**config.mk**
```make
export PLATFORM = sky130hd
export DESIGN_NAME = tcm_timer
export DESIGN_NICKNAME = d
export VERILOG_FILES = /design/src/tcm_pkg.sv /design/src/tcm_timer.sv
export SDC_FILE = /design/constraint.sdc
export NUM_CORES = 1
export LEC_CHECK = 0
export ABC_CLOCK_PERIOD_IN_PS = 5500
export BUFFER_PORTS_ARGS = -buffer_cell sky130_fd_sc_hd__buf_2
export CAP_MARGIN = 10
export CORE_MARGIN = 2
export CORE_UTILIZATION = 52
export DETAILED_ROUTE_END_ITERATION = 12
export GPL_ROUTABILITY_DRIVEN = 0
export HOLD_SLACK_MARGIN = 0.08
export PLACE_DENSITY = 0.88
export SYNTH_ARGS = -nofsm -noshare
export SYNTH_HDL_FRONTEND = slang
export SYNTH_SLANG_ARGS = --single-unit
```
**constraint.sdc**
```tcl
create_clock -name aclk -period 5.5 [get_ports aclk]
set_clock_uncertainty 0.1 [all_clocks]
set_input_delay 0.275 -clock aclk [delete_from_list [all_inputs] [get_ports aclk]]
set_output_delay 0.275 -clock aclk [all_outputs]
set_load 0.02 [all_outputs]
```
**src/tcm_pkg.sv**
```systemverilog
// Constants, register map and state type for the modulo timer counter
package tcm_pkg;

  // ****************************************************************
  // Register map (byte addresses, one aligned word each)
  // ****************************************************************
  localparam logic [7:0] CNT_HI_OFS = 8'h00;  // Count high byte, read-only
  localparam logic [7:0] CNT_LO_OFS = 8'h04;  // Count low byte, read-only
  localparam logic [7:0] LIM_HI_OFS = 8'h08;  // Wrap limit high byte
  localparam logic [7:0] LIM_LO_OFS = 8'h0c;  // Wrap limit low byte
  localparam logic [7:0] CTRL_OFS   = 8'h10;  // Control and status

  // ****************************************************************
  // Control and status fields
  // ****************************************************************
  localparam int unsigned CTRL_CLR_BIT = 0;  // Write one: clear the count
  localparam int unsigned CTRL_IE_BIT  = 1;  // Overflow interrupt enable
  localparam int unsigned CTRL_OVF_BIT = 7;  // Overflow flag, write one clears

  // ****************************************************************
  // Reset values and bus answers
  // ****************************************************************
  localparam logic [15:0] CNT_RST     = 16'h0000;  // Count after reset
  localparam logic [15:0] LIM_RST     = 16'hffff;  // Largest wrap limit
  localparam logic [1:0]  RESP_OKAY   = 2'h0;      // Normal answer
  localparam logic [1:0]  RESP_SLVERR = 2'h2;      // Unmapped address

  // One-hot register select
  typedef enum logic [5:0] {
    TCM_SEL_NONE = 6'h01,
    TCM_SEL_CHI  = 6'h02,
    TCM_SEL_CLO  = 6'h04,
    TCM_SEL_LHI  = 6'h08,
    TCM_SEL_LLO  = 6'h10,
    TCM_SEL_CTRL = 6'h20
  } tcm_sel_t;

  // Whole state of the block
  typedef struct packed {
    logic [15:0] cnt;      // Running count
    logic [15:0] lim;      // Wrap limit
    logic [7:0]  lbuf;     // Captured low byte
    logic        latched;  // Low byte capture pending
    logic        ovf;      // Overflow flag
    logic        ie;       // Overflow interrupt enable
    logic        inhib;    // Flag held off after a high limit write
    logic        irq;      // Interrupt request output
    logic        aw_have;  // Write address held
    logic        w_have;   // Write data held
    logic [7:0]  aw_addr;  // Held write address
    logic [7:0]  wdata;    // Held write data, low lane
    logic        wstb;     // Low lane strobe
    logic        awready;  // AXI handshake flops
    logic        wready;
    logic        bvalid;
    logic [1:0]  bresp;
    logic        arready;
    logic        rvalid;
    logic [1:0]  rresp;
    logic [7:0]  rdata;
  } tcm_state_t;

endpackage : tcm_pkg

```
**src/tcm_timer.sv**
```systemverilog
// Modulo timer counter with an AXI4-Lite register slave
//
// Functional notes
// - Count readable as two read-only bytes
// - High byte read captures the low byte
// - Capture held until low byte read
// - Reset clears both count bytes
// - Clear bit zeroes the count
// - Wrap limit held in two writable bytes
// - Count equal to limit sets overflow flag
// - After the limit, count restarts at zero
// - High limit write blocks flag until low
// - Reset sets wrap limit to all ones
//
// Register access over AXI4-Lite and the placing of the registers were chosen for this implementation.
`timescale 1ns/10ps
`default_nettype none

module tcm_timer #(
  parameter int unsigned AW = 8  // AXI address width
) (
  input  wire logic          aclk,
  input  wire logic          aresetn,
  input  wire logic [AW-1:0] s_axi_awaddr,
  input  wire logic          s_axi_awvalid,
  output logic               s_axi_awready,
  input  wire logic [31:0]   s_axi_wdata,
  input  wire logic [3:0]    s_axi_wstrb,
  input  wire logic          s_axi_wvalid,
  output logic               s_axi_wready,
  output logic [1:0]         s_axi_bresp,
  output logic               s_axi_bvalid,
  input  wire logic          s_axi_bready,
  input  wire logic [AW-1:0] s_axi_araddr,
  input  wire logic          s_axi_arvalid,
  output logic               s_axi_arready,
  output logic [31:0]        s_axi_rdata,
  output logic [1:0]         s_axi_rresp,
  output logic               s_axi_rvalid,
  input  wire logic          s_axi_rready,
  output logic               ovf_irq
);

  // ****************************************************************
  // Address decode
  // ****************************************************************
  // Shared by the read and the write path
  function automatic tcm_pkg::tcm_sel_t reg_sel(input logic [7:0] a);
    case (a)
      tcm_pkg::CNT_HI_OFS: reg_sel = tcm_pkg::TCM_SEL_CHI;
      tcm_pkg::CNT_LO_OFS: reg_sel = tcm_pkg::TCM_SEL_CLO;
      tcm_pkg::LIM_HI_OFS: reg_sel = tcm_pkg::TCM_SEL_LHI;
      tcm_pkg::LIM_LO_OFS: reg_sel = tcm_pkg::TCM_SEL_LLO;
      tcm_pkg::CTRL_OFS:   reg_sel = tcm_pkg::TCM_SEL_CTRL;
      default:             reg_sel = tcm_pkg::TCM_SEL_NONE;
    endcase
  endfunction : reg_sel

  tcm_pkg::tcm_state_t s_r;      // Registered state
  tcm_pkg::tcm_state_t s_nxt;    // Next state
  tcm_pkg::tcm_sel_t   wsel;     // Decoded write target
  tcm_pkg::tcm_sel_t   rsel;     // Decoded read target
  logic                wr_go;    // Held write executes now
  logic                rd_hi;    // Count high byte read taken
  logic                rd_lo;    // Count low byte read taken
  logic                clr_evt;  // Software count clear
  logic                wrap;     // Count sits on the limit

  // ****************************************************************
  // Next-state logic
  // ****************************************************************
  always_comb begin
    s_nxt   = s_r;
    wsel    = reg_sel(s_r.aw_addr);
    rsel    = reg_sel(s_axi_araddr[7:0]);
    wr_go   = s_r.aw_have && s_r.w_have && !s_r.bvalid;
    rd_hi   = 1'b0;
    rd_lo   = 1'b0;
    clr_evt = 1'b0;
    wrap    = (s_r.cnt == s_r.lim);

    // Counting; one step per clock edge
    if (wrap) begin
      s_nxt.cnt = tcm_pkg::CNT_RST;
    end else begin
      s_nxt.cnt = s_r.cnt + 16'h0001;
    end

    // Write channel capture, address and data in either order
    if (s_axi_awvalid && s_r.awready) begin
      s_nxt.aw_have = 1'b1;
      s_nxt.aw_addr = s_axi_awaddr[7:0];
    end
    if (s_axi_wvalid && s_r.wready) begin
      s_nxt.w_have = 1'b1;
      s_nxt.wdata  = s_axi_wdata[7:0];
      s_nxt.wstb   = s_axi_wstrb[0];
    end

    // Register write once both halves are held
    if (wr_go) begin
      s_nxt.aw_have = 1'b0;
      s_nxt.w_have  = 1'b0;
      s_nxt.bvalid  = 1'b1;
      s_nxt.bresp   = tcm_pkg::RESP_OKAY;
      case (wsel)
        tcm_pkg::TCM_SEL_CHI, tcm_pkg::TCM_SEL_CLO: begin
          // Count bytes ignore writes but answer OKAY
        end
        tcm_pkg::TCM_SEL_LHI: begin
          if (s_r.wstb) begin
            s_nxt.lim[15:8] = s_r.wdata;
            s_nxt.inhib     = 1'b1;
          end
        end
        tcm_pkg::TCM_SEL_LLO: begin
          if (s_r.wstb) begin
            s_nxt.lim[7:0] = s_r.wdata;
            s_nxt.inhib    = 1'b0;
          end
        end
        tcm_pkg::TCM_SEL_CTRL: begin
          if (s_r.wstb) begin
            s_nxt.ie = s_r.wdata[tcm_pkg::CTRL_IE_BIT];
            clr_evt  = s_r.wdata[tcm_pkg::CTRL_CLR_BIT];
            if (s_r.wdata[tcm_pkg::CTRL_OVF_BIT]) begin
              s_nxt.ovf = 1'b0;
            end
          end
        end
        default: begin
          s_nxt.bresp = tcm_pkg::RESP_SLVERR;
        end
      endcase
    end
    if (s_r.bvalid && s_axi_bready) begin
      s_nxt.bvalid = 1'b0;
    end

    // Clear overrides both advance and wrap
    if (clr_evt) begin
      s_nxt.cnt = tcm_pkg::CNT_RST;
    end

    // Flag set placed after the clear so a same-cycle event survives
    if (wrap && !s_r.inhib) begin
      s_nxt.ovf = 1'b1;
    end

    // Read channel; side effects act at the address handshake
    if (s_axi_arvalid && s_r.arready) begin
      s_nxt.rvalid = 1'b1;
      s_nxt.rresp  = tcm_pkg::RESP_OKAY;
      case (rsel)
        tcm_pkg::TCM_SEL_CHI: begin
          rd_hi       = 1'b1;
          s_nxt.rdata = s_r.cnt[15:8];
          if (!s_r.latched) begin
            s_nxt.lbuf    = s_r.cnt[7:0];
            s_nxt.latched = 1'b1;
          end
        end
        tcm_pkg::TCM_SEL_CLO: begin
          rd_lo         = 1'b1;
          s_nxt.rdata   = s_r.latched ? s_r.lbuf : s_r.cnt[7:0];
          s_nxt.latched = 1'b0;
        end
        tcm_pkg::TCM_SEL_LHI: begin
          s_nxt.rdata = s_r.lim[15:8];
        end
        tcm_pkg::TCM_SEL_LLO: begin
          s_nxt.rdata = s_r.lim[7:0];
        end
        tcm_pkg::TCM_SEL_CTRL: begin
          s_nxt.rdata = 8'h00;
          s_nxt.rdata[tcm_pkg::CTRL_IE_BIT]  = s_r.ie;
          s_nxt.rdata[tcm_pkg::CTRL_OVF_BIT] = s_r.ovf;
        end
        default: begin
          s_nxt.rdata = 8'h00;
          s_nxt.rresp = tcm_pkg::RESP_SLVERR;
        end
      endcase
    end else if (s_r.rvalid && s_axi_rready) begin
      s_nxt.rvalid = 1'b0;
    end

    // Ready flops: one transaction of each kind at a time
    s_nxt.awready = !s_nxt.aw_have && !s_nxt.bvalid;
    s_nxt.wready  = !s_nxt.w_have && !s_nxt.bvalid;
    s_nxt.arready = !s_nxt.rvalid;

    // Registered request, so the pin is glitch free
    s_nxt.irq = s_nxt.ovf && s_nxt.ie;
  end

  // ****************************************************************
  // State register
  // ****************************************************************
  always_ff @(posedge aclk) begin
    if (!aresetn) begin
      s_r     <= '0;
      s_r.cnt <= tcm_pkg::CNT_RST;
      s_r.lim <= tcm_pkg::LIM_RST;
    end else begin
      s_r <= s_nxt;
    end
  end

  // Outputs straight from the state flops
  assign s_axi_awready = s_r.awready;
  assign s_axi_wready  = s_r.wready;
  assign s_axi_bvalid  = s_r.bvalid;
  assign s_axi_bresp   = s_r.bresp;
  assign s_axi_arready = s_r.arready;
  assign s_axi_rvalid  = s_r.rvalid;
  assign s_axi_rresp   = s_r.rresp;
  assign s_axi_rdata   = {24'h000000, s_r.rdata};
  assign ovf_irq       = s_r.irq;
endmodule : tcm_timer

`default_nettype wire

```
==> results_tabular.tex <==
\begin{tabular}{lr}
\hline
Metric & Value \\
\hline
\multicolumn{2}{l}{\textbf{Outcome}} \\
Status & finished, final reports clean \\
\multicolumn{2}{l}{\textbf{Critical path}} \\
Endpoint type of the worst setup path & register \\
Critical path arrival & 2.66 ns \\
Path type of the worst setup path & reg2reg \\
Cell class contributing the biggest share of worst-path delay & simple AND/OR/NAND/NOR gates \\
Worst R2R Setup Slack & 2.95 ns \\
Worst stage delay on the critical path & 0.61 ns \\
Total stage count of the critical path & 5 \\
Endpoint of the most critical register-to-register path & s\_r[56] \\
Critical Path Fanout Max & 9 \\
Number of cells on the worst reg-to-reg path & 5 \\
Slowest-stage cell, CP & sky130\_fd\_sc\_hd\_\_nand4bb\_1 \\
Startpoint class of the critical path & register \\
Critical-path cell list & or4\_4, or3\_4, nand4bb\_1, mux2i\_1, nand2\_1 \\
Critical Path Start & s\_r[27] \\
Source of the worst register-to-register timing path & s\_r[27] \\
Buffering stage count on the worst path with inverters included & 0 \\
CP required & 5.61 ns \\
Critical path capture point & s\_r[56] \\
\multicolumn{2}{l}{\textbf{Logic synthesis}} \\
Area contributors post-synth & sky130\_fd\_sc\_hd\_\_dfxtp\_1 (41\%), sky130\_fd\_sc\_hd\_\_mux2i\_1 (7.5\%), sky130\_fd\_sc\_hd\_\_buf\_4 (7.0\%), sky130\_fd\_sc\_hd\_\_nand2\_1 (6.2\%), sky130\_fd\_sc\_hd\_\_xor2\_1 (5.0\%) \\
Library cell occupying the most area in the post-synthesis netlist & sky130\_fd\_sc\_hd\_\_dfxtp\_1 \\
Most used flip-flop cell after synthesis & sky130\_fd\_sc\_hd\_\_dfxtp\_1 \\
Area fraction of the dominant cell type after synthesis & 0.411 \\
Async set-reset flop share out of synthesis & 0 \\
Sequential element share of the synthesized area & 0.411 \\
Post-synthesis register bit count & 79 \\
Post-synth EDFFs & 0 \\
Mean instance size in the synthesized netlist & 9.52 µm² \\
Number of distinct standard cells referenced by the synthesized netlist & between 40 and 50 \\
Warnings, synthesis & 0 \\
Cells after Synth & just over 400 \\
Most common cell in the netlist & sky130\_fd\_sc\_hd\_\_dfxtp\_1 \\
Commonest cells in the synthesized netlist & sky130\_fd\_sc\_hd\_\_dfxtp\_1 (79), sky130\_fd\_sc\_hd\_\_nand2\_1 (64), sky130\_fd\_sc\_hd\_\_buf\_4 (36) \\
Syn Std Cell Area & 3850 µm² \\
\multicolumn{2}{l}{\textbf{Route}} \\
Via density & 5.19 \\
Post-DR wirelength/cell & 13.8 µm \\
Remaining number of nets flagged by the antenna check after routing & 0 \\
Total wirelength of the detailed-routed design & 7.59 mm \\
DRT Pass-1 Iters & 4 \\
Count of vias placed by the detailed router & 2861 \\
Number of violations reported at the end of detailed-routing iteration 0 & around 120 \\
Remaining design rule violation count & 0 \\
\multicolumn{2}{l}{\textbf{Global routing}} \\
Global Route met3 Usage & 0.0671 \\
Top Usage Layer GRT & met2 \\
GRT Total Usage & 0.198 \\
Via count of the first global-routing pass & 2845 \\
Pin count of the biggest net entering global routing & 62 \\
Routing usage on met2 & 0.351 \\
Global-route congestion overflow total & 0 \\
Met1 usage in global routing & 0.218 \\
Global-route wire length before repair & 13.1 mm \\
Initial antenna violation count & 0 \\
\multicolumn{2}{l}{\textbf{STA}} \\
Achievable Freq & 393 MHz \\
Setup-violating endpoint count in the final report & 0 \\
Slew @ Worst Pin & 0.889 ns \\
Post-route setup TNS & 0 ns \\
Final cycle utilization of the critical path & 0.463 \\
Final critical-path setup slack & 2.95 ns \\
Final count of hold timing violations & 0 \\
Number of max-slew violations in the final report & 0 \\
Relative slew slack & 0.407 \\
Unrepaired setup endpoints after global routing & no \\
Tmin final & 2.55 ns \\
\multicolumn{2}{l}{\textbf{Run}} \\
Count of maximum capacitance violations & 0 \\
\multicolumn{2}{l}{\textbf{Place}} \\
Area after detailed placement & 3930 µm² \\
Cells after DPL & around 520 \\
Count of input and output buffers & 47 \\
Worst Setup Slack post-DPL & 2.98 ns \\
DP HPWL & 5.25 mm \\
\multicolumn{2}{l}{\textbf{Cells and area}} \\
Post-layout utilization of the core & 0.599 \\
Final instance area & 4320 µm² \\
Fillers & 603 \\
Ratio of cells with drive above 1 in the final layout & 0.188 \\
Net total in the final layout & 507 \\
Final non-filler cell total & $\sim$550 \\
Area Growth Syn to Fin & 12.3\% \\
Diode insertion count for antenna repair & 0 \\
\multicolumn{2}{l}{\textbf{Die}} \\
Number of core rows & 31 \\
Die H & 90.0 µm \\
Die W & 90.0 µm \\
Core area & 7210 µm² \\
Die Footprint & 8100 µm² \\
Number of top-level pins & a little over 100 \\
Effective utilization at floorplan & 0.533 \\
\multicolumn{2}{l}{\textbf{CTS}} \\
Clock input transition at the sequential cells of the worst setup and hold paths & 0.08 ns \\
Clk buf depth & 2 \\
Clk sink count & 79 \\
H-tree level count & 3 \\
Clock latency at the later pin of the worst-skew pair & 0.36 ns \\
Number of buffers inserted during clock tree synthesis & 9 \\
CTS tree & done \\
Clock root cell & sky130\_fd\_sc\_hd\_\_clkbuf\_8 \\
Post-cts repair resize count & 0 \\
\multicolumn{2}{l}{\textbf{Power}} \\
Total power density per cell area & 274 nW/µm² \\
Leak Pwr & 1.74 nW \\
Combinational cell fraction of total power & 0.085 \\
Maximum resistive drop on vdd & 0.000183 V \\
Register share of total power & 0.504 \\
Net switching component of the power & 0.000288 W \\
Sw Ratio & 0.244 \\
Clock share of power & 0.412 \\
Cell-internal power & $\sim$0.00090 W \\
\multicolumn{2}{l}{\textbf{Min path}} \\
Type of the most critical hold path & in2reg \\
WHS Path Cells & 3 \\
\hline
\end{tabular}
-- cells in the final DEF, fill, tap and decap left out, types with 10 or more instances in the layout --
master	instances
sky130_fd_sc_hd__nor2_1	25
sky130_fd_sc_hd__a21boi_0	19
sky130_fd_sc_hd__buf_2	47
sky130_fd_sc_hd__dfxtp_1	79
sky130_fd_sc_hd__xor2_1	22
sky130_fd_sc_hd__nand2_1	64
sky130_fd_sc_hd__conb_1	26
sky130_fd_sc_hd__mux2i_1	29
sky130_fd_sc_hd__nor2b_1	18
sky130_fd_sc_hd__dlygate4sd3_1	16
sky130_fd_sc_hd__clkbuf_8	10
-- state kept, by name (all words and copies together) (netlist names) --
register       flops
ovf_irq            1
s_axi_arready      1
s_axi_awready      1
s_axi_bresp        1
s_axi_bvalid       1
s_axi_rdata        8
s_axi_rresp        1
s_axi_rvalid       1
s_axi_wready       1
s_r               63
-- layer usage --
metal	vias to the layer above	share of wire
met5	-	0
met4	0	0.027
met3	22	0.060
met2	88	0.50
met1	1359	0.41
li1	1392	-
-- cell families after synthesis --
logic type,share of synthesized area
multiplexers,0.131
adder cells (fa/ha/maj),0.00325
AND/OR/NAND/NOR,0.210
XOR/XNOR,0.0683
buffers and inverters,0.0979
flip-flops,0.411
AO/OA/AOI/OAI,0.0768
other,0.000975
-- final cells by class --
class | instances | area, µm² | area share
clock buffer | 10 | 138 | 0.0319
clock inverter | 6 | 91.3 | 0.0211
inverter | 2 | 7.51 | 0.00174
multi-input combinational | 292 | 1980 | 0.459
sequential | 79 | 1580 | 0.366
tap | 99 | 124 | 0.0287
timing repair buffer | 63 | 395 | 0.0915
-- tightest hold or removal path, cell delays in order --
cell and delay, ns:
sky130_fd_sc_hd__buf_2 0.10, sky130_fd_sc_hd__nand2_1 0.05, sky130_fd_sc_hd__a21boi_0 0.07
-- through the flow --
step	power [W]	hold slack [ns]
2_1_floorplan	0.000688	0.320
3_3_place_gp	0.000696	0.347
3_5_place_dp	0.000699	0.350
4_1_cts	0.00119	0.0803
5_1_grt	0.00123	0.108
6_report	0.00118	0.0844
-- power by group through the flow --
stage,clock network [W],registers [W],logic [W]
detailed placement,0,0.000609,0.0000898
floorplan,0,0.000609,0.0000788
finish,0.000487,0.000596,0.000100
global route,0.000519,0.000598,0.000110
global placement,0,0.000608,0.0000881
CTS,0.000494,0.000595,0.0000989
-- worst min-delay path by stage --
stage | start | end
5_1_grt | s_axi_awaddr[1] | s_r[27]
3_3_place_gp | s_axi_rdata[1] | s_axi_rdata[1]
3_5_place_dp | s_axi_rdata[1] | s_axi_rdata[1]
2_1_floorplan | s_axi_wstrb[0] | s_r[17]
6_report | s_axi_awaddr[1] | s_r[27]
4_1_cts | s_axi_awaddr[1] | s_r[27]
-- repair_timing --
action	4_1_cts	5_1_grt
hold endpoints to repair	16	0
buffers inserted	0	0
hold buffers	16	0
No activity file was read; power rests on OpenSTA's default activity.
